## src/core/errlog_params.svh

```systemverilog
// Offsets, field positions, reset values and counts of the error log bank.
`ifndef ERRLOG_PARAMS_SVH
`define ERRLOG_PARAMS_SVH

`define ADDR_W              12
`define OFF_FATAL_PP_LO     12'h048
`define OFF_FATAL_PP_HI     12'h04C
`define OFF_DATA_LO         12'h050
`define OFF_DATA_HI         12'h054
`define OFF_DATA_PAR        12'h058
`define OFF_ECC_PORT0       12'h060
`define OFF_ECC_PORT1       12'h064
`define OFF_PHYS0_LO        12'h068
`define OFF_PHYS0_HI        12'h06C
`define OFF_PHYS1_LO        12'h070
`define OFF_PHYS1_HI        12'h074
`define OFF_MEM_LO          12'h078
`define OFF_MEM_HI          12'h07C
`define OFF_FIRST_ERR       12'h080
`define OFF_IRQ_ENABLE      12'h084

`define FES_W               8
`define FES_FATAL_PP        0
`define FES_DATA            1
`define FES_ECC0            2
`define FES_ECC1            3
`define FES_PHYS0           4
`define FES_PHYS1           5
`define FES_MEM             6
`define FES_UNLOGGED        7
`define FES_RESET           8'h00
`define IRQ_EN_RESET        8'h00

`define MEM_CHAN_BIT        39
`define MEM_DIMM_LSB        34
`define MEM_BANK_LSB        28
`define MEM_ROW_LSB         13
`define MEM_RSVD_W          24
`define COL_AP_BIT          10
`define LOG_DEFINED_CLKS    10

`endif

```

## src/core/errlog_pkg.sv

```systemverilog
// Types carried between the error detectors, the bus and the log bank.
package errlog_pkg;

    typedef struct packed {
        logic        psel;
        logic        penable;
        logic        pwrite;
        logic [11:0] paddr;
        logic [31:0] pwdata;
    } apb_req_s;

    typedef struct packed {
        logic        valid;
        logic [63:0] header;
    } hdr_event_s;

    typedef struct packed {
        logic         valid;
        logic         upper_half;
        logic [127:0] bus_data;
        logic [7:0]   data_parity_bits;
    } data_event_s;

    typedef struct packed {
        logic       valid;
        logic [7:0] syndrome;
        logic [7:0] ecc;
    } ecc_event_s;

    typedef struct packed {
        logic        valid;
        logic        channel;
        logic [4:0]  dimm;
        logic [5:0]  bank;
        logic [14:0] row;
        logic [12:0] column;
    } mem_event_s;

endpackage

```

## src/core/error_log_capture_registers.sv

```systemverilog
// Sticky first-error log bank with APB access, status and interrupt.
// How it works
// - The fatal port protocol log takes the 64-bit header of the first fatal protocol error.
// - A log is loaded only together with its first-error status bit, which qualifies it.
// - Errors without a log set their own status bit and leave every log untouched.
// - The data log keeps 64 data bits and 8 parity bits above them for the first data error.
// - The data bits logged are the half of the 128-bit bus that carried the error.
// - Data logs are loaded within ten clocks and then held until their status bit clears.
// - Each port ECC log keeps the syndrome in bits 15:8 and the received ECC in bits 7:0.
// - The syndrome is stored as computed, so it keeps the error type and failing bit.
// - Each port physical log takes the 64-bit header or physical_unit detail of its first error.
// - The memory log keeps channel, DIMM, bank, row and column; bits 63:40 read zero.
// - The logged column always shows the auto-precharge bit set.
`timescale 1ns/10ps
`default_nettype none
`include "errlog_params.svh"

module error_log_capture_registers (
    input  wire logic                  sys_clk,
    input  wire logic                  rst,
    input  wire logic                  por,
    input  wire errlog_pkg::apb_req_s  apb_req,
    output logic                       pready,
    output logic                       pslverr,
    output logic [31:0]                prdata,
    input  wire errlog_pkg::hdr_event_s fatal_pp_event,
    input  wire errlog_pkg::data_event_s data_event,
    input  wire errlog_pkg::ecc_event_s ecc_event_0,
    input  wire errlog_pkg::ecc_event_s ecc_event_1,
    input  wire errlog_pkg::hdr_event_s phys_event_0,
    input  wire errlog_pkg::hdr_event_s phys_event_1,
    input  wire errlog_pkg::mem_event_s mem_event,
    input  wire logic                  unlogged_event,
    output logic                       err_irq
);
    import errlog_pkg::*;

    // ========================================================================
    // Status and interrupt
    // ========================================================================
    logic [`FES_W-1:0] first_error_status_q;
    logic [`FES_W-1:0] first_error_status_d;
    logic [`FES_W-1:0] fes_set;
    logic [`FES_W-1:0] fes_clr;
    logic [`FES_W-1:0] fes_free;
    logic [`FES_W-1:0] irq_enable_q;
    logic              bus_write;
    logic              bus_setup;
    logic              bus_access;

    assign bus_setup  = apb_req.psel && !apb_req.penable;
    assign bus_access = apb_req.psel && apb_req.penable;
    assign bus_write  = bus_access && apb_req.pwrite;

    always_comb
    begin
        fes_set                = '0;
        fes_set[`FES_FATAL_PP] = fatal_pp_event.valid;
        fes_set[`FES_DATA]     = data_event.valid;
        fes_set[`FES_ECC0]     = ecc_event_0.valid;
        fes_set[`FES_ECC1]     = ecc_event_1.valid;
        fes_set[`FES_PHYS0]    = phys_event_0.valid;
        fes_set[`FES_PHYS1]    = phys_event_1.valid;
        fes_set[`FES_MEM]      = mem_event.valid;
        fes_set[`FES_UNLOGGED] = unlogged_event;
    end

    assign fes_clr = (bus_write && apb_req.paddr == `OFF_FIRST_ERR) ?
                     apb_req.pwdata[`FES_W-1:0] : '0;
    // A slot may load when it holds nothing or is being released this cycle.
    assign fes_free = ~first_error_status_q | fes_clr;
    // A new error in the clearing cycle keeps its status bit set.
    assign first_error_status_d = (first_error_status_q & ~fes_clr) | fes_set;

    always_ff @(posedge sys_clk)
    begin
        if (por)
            first_error_status_q <= `FES_RESET;
        else
            first_error_status_q <= first_error_status_d;
    end

    always_ff @(posedge sys_clk)
    begin
        if (rst || por)
            irq_enable_q <= `IRQ_EN_RESET;
        else if (bus_write && apb_req.paddr == `OFF_IRQ_ENABLE)
            irq_enable_q <= apb_req.pwdata[`FES_W-1:0];
    end

    assign err_irq = |(first_error_status_q & irq_enable_q);

    // ========================================================================
    // Log capture
    // ========================================================================
    logic [63:0] fatal_pp_log_q;
    logic [63:0] data_log_q;
    logic [7:0]  data_par_q;
    logic [15:0] ecc_log_q  [2];
    logic [63:0] phys_log_q [2];
    logic [39:0] mem_log_q;
    ecc_event_s  ecc_ev     [2];
    hdr_event_s  phys_ev    [2];

    assign ecc_ev[0]  = ecc_event_0;
    assign ecc_ev[1]  = ecc_event_1;
    assign phys_ev[0] = phys_event_0;
    assign phys_ev[1] = phys_event_1;

    always_ff @(posedge sys_clk)
    begin
        if (por)
            fatal_pp_log_q <= '0;
        else if (fatal_pp_event.valid && fes_free[`FES_FATAL_PP])
            fatal_pp_log_q <= fatal_pp_event.header;
    end

    always_ff @(posedge sys_clk)
    begin
        if (por)
        begin
            data_log_q <= '0;
            data_par_q <= '0;
        end
        else if (data_event.valid && fes_free[`FES_DATA])
        begin
            data_log_q <= data_event.upper_half ? data_event.bus_data[127:64]
                                                : data_event.bus_data[63:0];
            data_par_q <= data_event.data_parity_bits;
        end
    end

    always_ff @(posedge sys_clk)
    begin
        for (int p = 0; p < 2; p++)
        begin
            if (por)
            begin
                ecc_log_q[p]  <= '0;
                phys_log_q[p] <= '0;
            end
            else
            begin
                if (ecc_ev[p].valid && fes_free[`FES_ECC0 + p])
                    ecc_log_q[p] <= {ecc_ev[p].syndrome, ecc_ev[p].ecc};
                if (phys_ev[p].valid && fes_free[`FES_PHYS0 + p])
                    phys_log_q[p] <= phys_ev[p].header;
            end
        end
    end

    always_ff @(posedge sys_clk)
    begin
        if (por)
            mem_log_q <= '0;
        else if (mem_event.valid && fes_free[`FES_MEM])
            mem_log_q <= {mem_event.channel, mem_event.dimm, mem_event.bank,
                          mem_event.row, mem_event.column[12:`COL_AP_BIT+1], 1'b1,
                          mem_event.column[`COL_AP_BIT-1:0]};
    end

    // ========================================================================
    // APB read path
    // ========================================================================
    logic [31:0] rd_data;
    logic        rd_hit;
    logic [31:0] prdata_q;

    always_comb
    begin
        rd_data = '0;
        rd_hit  = 1'b1;
        unique case (apb_req.paddr)
            `OFF_FATAL_PP_LO: rd_data = fatal_pp_log_q[31:0];
            `OFF_FATAL_PP_HI: rd_data = fatal_pp_log_q[63:32];
            `OFF_DATA_LO:     rd_data = data_log_q[31:0];
            `OFF_DATA_HI:     rd_data = data_log_q[63:32];
            `OFF_DATA_PAR:    rd_data = {24'h000000, data_par_q};
            `OFF_ECC_PORT0:   rd_data = {16'h0000, ecc_log_q[0]};
            `OFF_ECC_PORT1:   rd_data = {16'h0000, ecc_log_q[1]};
            `OFF_PHYS0_LO:    rd_data = phys_log_q[0][31:0];
            `OFF_PHYS0_HI:    rd_data = phys_log_q[0][63:32];
            `OFF_PHYS1_LO:    rd_data = phys_log_q[1][31:0];
            `OFF_PHYS1_HI:    rd_data = phys_log_q[1][63:32];
            `OFF_MEM_LO:      rd_data = mem_log_q[31:0];
            `OFF_MEM_HI:      rd_data = {{`MEM_RSVD_W{1'b0}}, mem_log_q[39:32]};
            `OFF_FIRST_ERR:   rd_data = {24'h000000, first_error_status_q};
            `OFF_IRQ_ENABLE:  rd_data = {24'h000000, irq_enable_q};
            default:          rd_hit  = 1'b0;
        endcase
    end

    // Read data is taken in the setup cycle so the access phase needs no wait.
    always_ff @(posedge sys_clk)
    begin
        if (rst || por)
            prdata_q <= '0;
        else if (bus_setup)
            prdata_q <= rd_data;
    end

    assign prdata  = prdata_q;
    assign pready  = 1'b1;
    assign pslverr = bus_access && !rd_hit;
endmodule
`default_nettype wire

```

## config.mk

```make
export PLATFORM = sky130hd
export DESIGN_NAME = error_log_capture_registers
export DESIGN_NICKNAME = d
export VERILOG_FILES = /design/src/core/errlog_pkg.sv /design/src/core/error_log_capture_registers.sv
export VERILOG_INCLUDE_DIRS = /design/src /design/src/core
export SDC_FILE = /design/constraint.sdc
export NUM_CORES = 1
export LEC_CHECK = 0
export BUFFER_PORTS_ARGS = -buffer_cell sky130_fd_sc_hd__buf_2
export CAP_MARGIN = 20
export CORE_AREA = 2 2 190 192
export DETAILED_ROUTE_END_ITERATION = 7
export DIE_AREA = 0 0 192 194
export GPL_TIMING_DRIVEN = 1
export PLACE_DENSITY = 0.8
export SYNTH_ARGS = -nofsm -noshare
export SYNTH_HDL_FRONTEND = slang
export SYNTH_SLANG_ARGS = --single-unit
```

## constraint.sdc

```tcl
create_clock -name sys_clk -period 4.99 [get_ports sys_clk]
set_clock_uncertainty 0.05 [all_clocks]
set_input_delay 0.7485 -clock sys_clk [delete_from_list [all_inputs] [get_ports sys_clk]]
set_output_delay 0.7485 -clock sys_clk [all_outputs]
set_load 0.02 [all_outputs]
```

==> impl_metrics.yaml <==
hold_path:
  hp-start: "prdata[22]"
  min_path_cells: 2
  hold_path.class: "flop to flop"
  min_to: "prdata[22]"
critical_path:
  r2r_cells: 5
  crit_fanout: 18
  cp_data_required_time_ns: 4.19
  r2r_slack_ns: 2.92
  endpoint_kind: "output pin"
  r2r-end: "prdata[2]"
  worstReg2RegStart: "phys_log_q[1][2]"
  start_kind: "primary input"
  path_class: "primary input to output pin"
  arrival_ns: 2.52
sta:
  fin_setup_tns_ns: 0
  slew-limit-headroom_pct: 26.7
  hold_viol_final: 0
  fin_crit_ns: 3.32
  setup_viol: 0
  fin_crit_sh_pct: 66.4
  final_max_slew_viol_count: 0
  clock.fmax_mhz: 302
  grt_setup_unrepaired: "no"
  tightest_slew_ns: 1.09
synth:
  synth_top_area_share_pct: 27.6
  syn_inst: 1734
  syn-num-nets: 2193
  synth_enable_flop_cells: 160
  yosys.area.top_type: "edfxtp_1"
  synthArstFlopShare_pct: 0
  yosys_warnings: 0
  synthesis.area_um2: 17400
  yosys-top-cells-area: "edfxtp_1 (28%), dfxtp_1 (26%), mux2i_1 (7.8%)"
  synth.most_common_cell: "nand2_1"
  synthTopCellsByCount: "nand2_1 (294), dfxtp_1 (224), and2_1 (166), edfxtp_1 (160), a21oi_1 (139)"
  ys_ff_latch: 384
  yosys.cell_types.count: 61
  syn_area_per_cell_um2: 10.0
  ys_seq_area_share_pct: 53.4
  synthFlopType: "dfxtp_1"
pwr:
  power_uw: 7340
  power_density_nw_per_um2: 342
  ir_drop_mv: 0.206
  p_leak_uw: 0.00900
layout:
  area_delta_synth_final_pct: 23.3
  utilization_pct: 60.8
  nets: 2611
  drive_gt1_share_pct: 27.7
die:
  ios: 494
  num_rows: 69
  die_w_um: 192
  die_h_um: 194
  initial_core_util_pct: 49.3
  die-area_um2: 37200
  coreArea_um2: 35200
flow_run:
  drv_cap: 0
grt:
  grt_overflow_total: 0
  antenna_found_initial: 10
  grt_pass1_wl_mm: 89.6
  grt_usage_pct: 32.6
  grt_max_degree: 125
  grt_pass1_vias: 14600
drt:
  wl_met3_mm: 6.05
  drc: 0
  drt-total-wl_mm: 62.2
  antenna_left: 0
  wl_per_cell_um: 23.5
  wl_met1_mm: 25.3
  vias: 15100
  viasPerCell: 5.70
  met2WireLength_mm: 28.1
  drt-pass1-iter-count: 6
  drtIter0Drc: 1450
  highest_layer: "met5"
placement:
  hpwl_mm: 46.8
  portBuffers: 467
  gp_congestion: 0.945
cts:
  clkSlewWorstSetupHoldPaths_ns: 0.06
  cts_resized: 0
  htree_levels: 2
  post_cts_buffers: 0
  cts-root-buf: "clkbuf_16"
  clk_latency_ns: 0.54
  cts_hold_buffers: 0
  clock-sinks: 384
  clockBufferDepth: 3
  cts_tree: "done"
  cts_buffers: 41
outcome:
  status: "finished clean"
==> flip-flops by register name, summed over array words and instances (netlist names) <==
signal                count
phys_log_q              128
data_log_q               64
fatal_pp_log_q           64
mem_log_q                40
ecc_log_q                32
prdata                   32
data_par_q                8
first_error_status_q      8
irq_enable_q              8
==> cells by family after synthesis <==
logic type / share of synthesized area (%)
AND/OR/NAND/NOR: 18.3
AO/OA/AOI/OAI: 14.5
flip-flops: 53.4
multiplexers: 9.91
buffers and inverters: 3.79
other: 0.0216
==> final cells by class <==
class | count | area (um2)
diodes | 5 | 12.5
inverters | 19 | 71.3
repair buffers | 503 | 2710
clock buffers | 69 | 1260
fillers | 2987 | 13800
multi-input cells | 1203 | 7470
flip-flops and latches | 384 | 9290
clock inverters | 6 | 37.5
well taps | 461 | 577
==> worst max path at each step <==
stage                 from                end  slack, ns
6_report       apb_req[37]            pslverr       1.67
5_1_grt        apb_req[37]  phys_log_q[0][29]       1.49
4_1_cts        apb_req[37]            pslverr       1.70
3_5_place_dp   apb_req[35]  phys_log_q[0][29]       1.24
3_3_place_gp   apb_req[37]  phys_log_q[0][61]       1.32
2_1_floorplan  apb_req[37]   phys_log_q[0][0]       1.04
==> routing by layer <==
metal / vias up / global-route usage (%)
li1: 7032 / -
met2: 813 / 50.9
met5: - / 0
met4: 10 / 13.1
met3: 161 / 7.19
met1: 7100 / 44.0
==> worst max-delay path, stage by stage <==
cell and delay, ns:
buf_2 0.28, nor4b_4 0.71, nand2b_1 0.15, o22ai_1 0.31
nor2_1 0.13, buf_2 0.18
==> metrics by stage <==
stage / instance area [um2] / worst slack [ns] / hold WS, ns / std cells
final: 21400 / 1.67 / 0.404 / 2650
after global routing: 21400 / 1.49 / 0.398 / 2650
after CTS: 21400 / 1.70 / 0.394 / 2645
after detailed placement: 20100 / 1.24 / 0.394 / 2570
after global placement: 20100 / 1.32 / 0.382 / 2568
after floorplan: 17400 / 1.04 / 0.382 / 1734
==> cells in the final DEF, fill, tap and decap left out, types with 5 or more instances in the layout <==
master / count
buf_12: 7
clkbuf_16: 44
a22o_1: 17
and3_1: 6
clkbuf_1: 18
mux2_2: 17
buf_4: 31
mux2i_1: 135
a222oi_1: 6
o21ai_0: 36
a31oi_1: 5
a32oi_1: 12
diode_2: 5
a21oi_1: 139
inv_1: 19
a22oi_1: 44
clkbuf_8: 7
a2111oi_0: 5
o22ai_1: 16
a211oi_1: 70
nand2b_1: 9
and2_1: 163
dfxtp_1: 224
nor2_1: 107
a2bb2oi_1: 9
buf_2: 464
nand3_1: 20
mux4_2: 8
nand2_1: 293
nor2b_1: 7
nor3_1: 14
edfxtp_1: 160
==> where the power goes <==
group / internal, uW / switching (uW) / total (uW) / leakage, uW
registers: 3480 / 91.6 / 3570 / 0.00357
logic: 330 / 484 / 814 / 0.00480
clock network: 1730 / 1230 / 2950 / 0.000628
total: 5530 / 1800 / 7340 / 0.00900
Power figures use the tool's default switching activity.
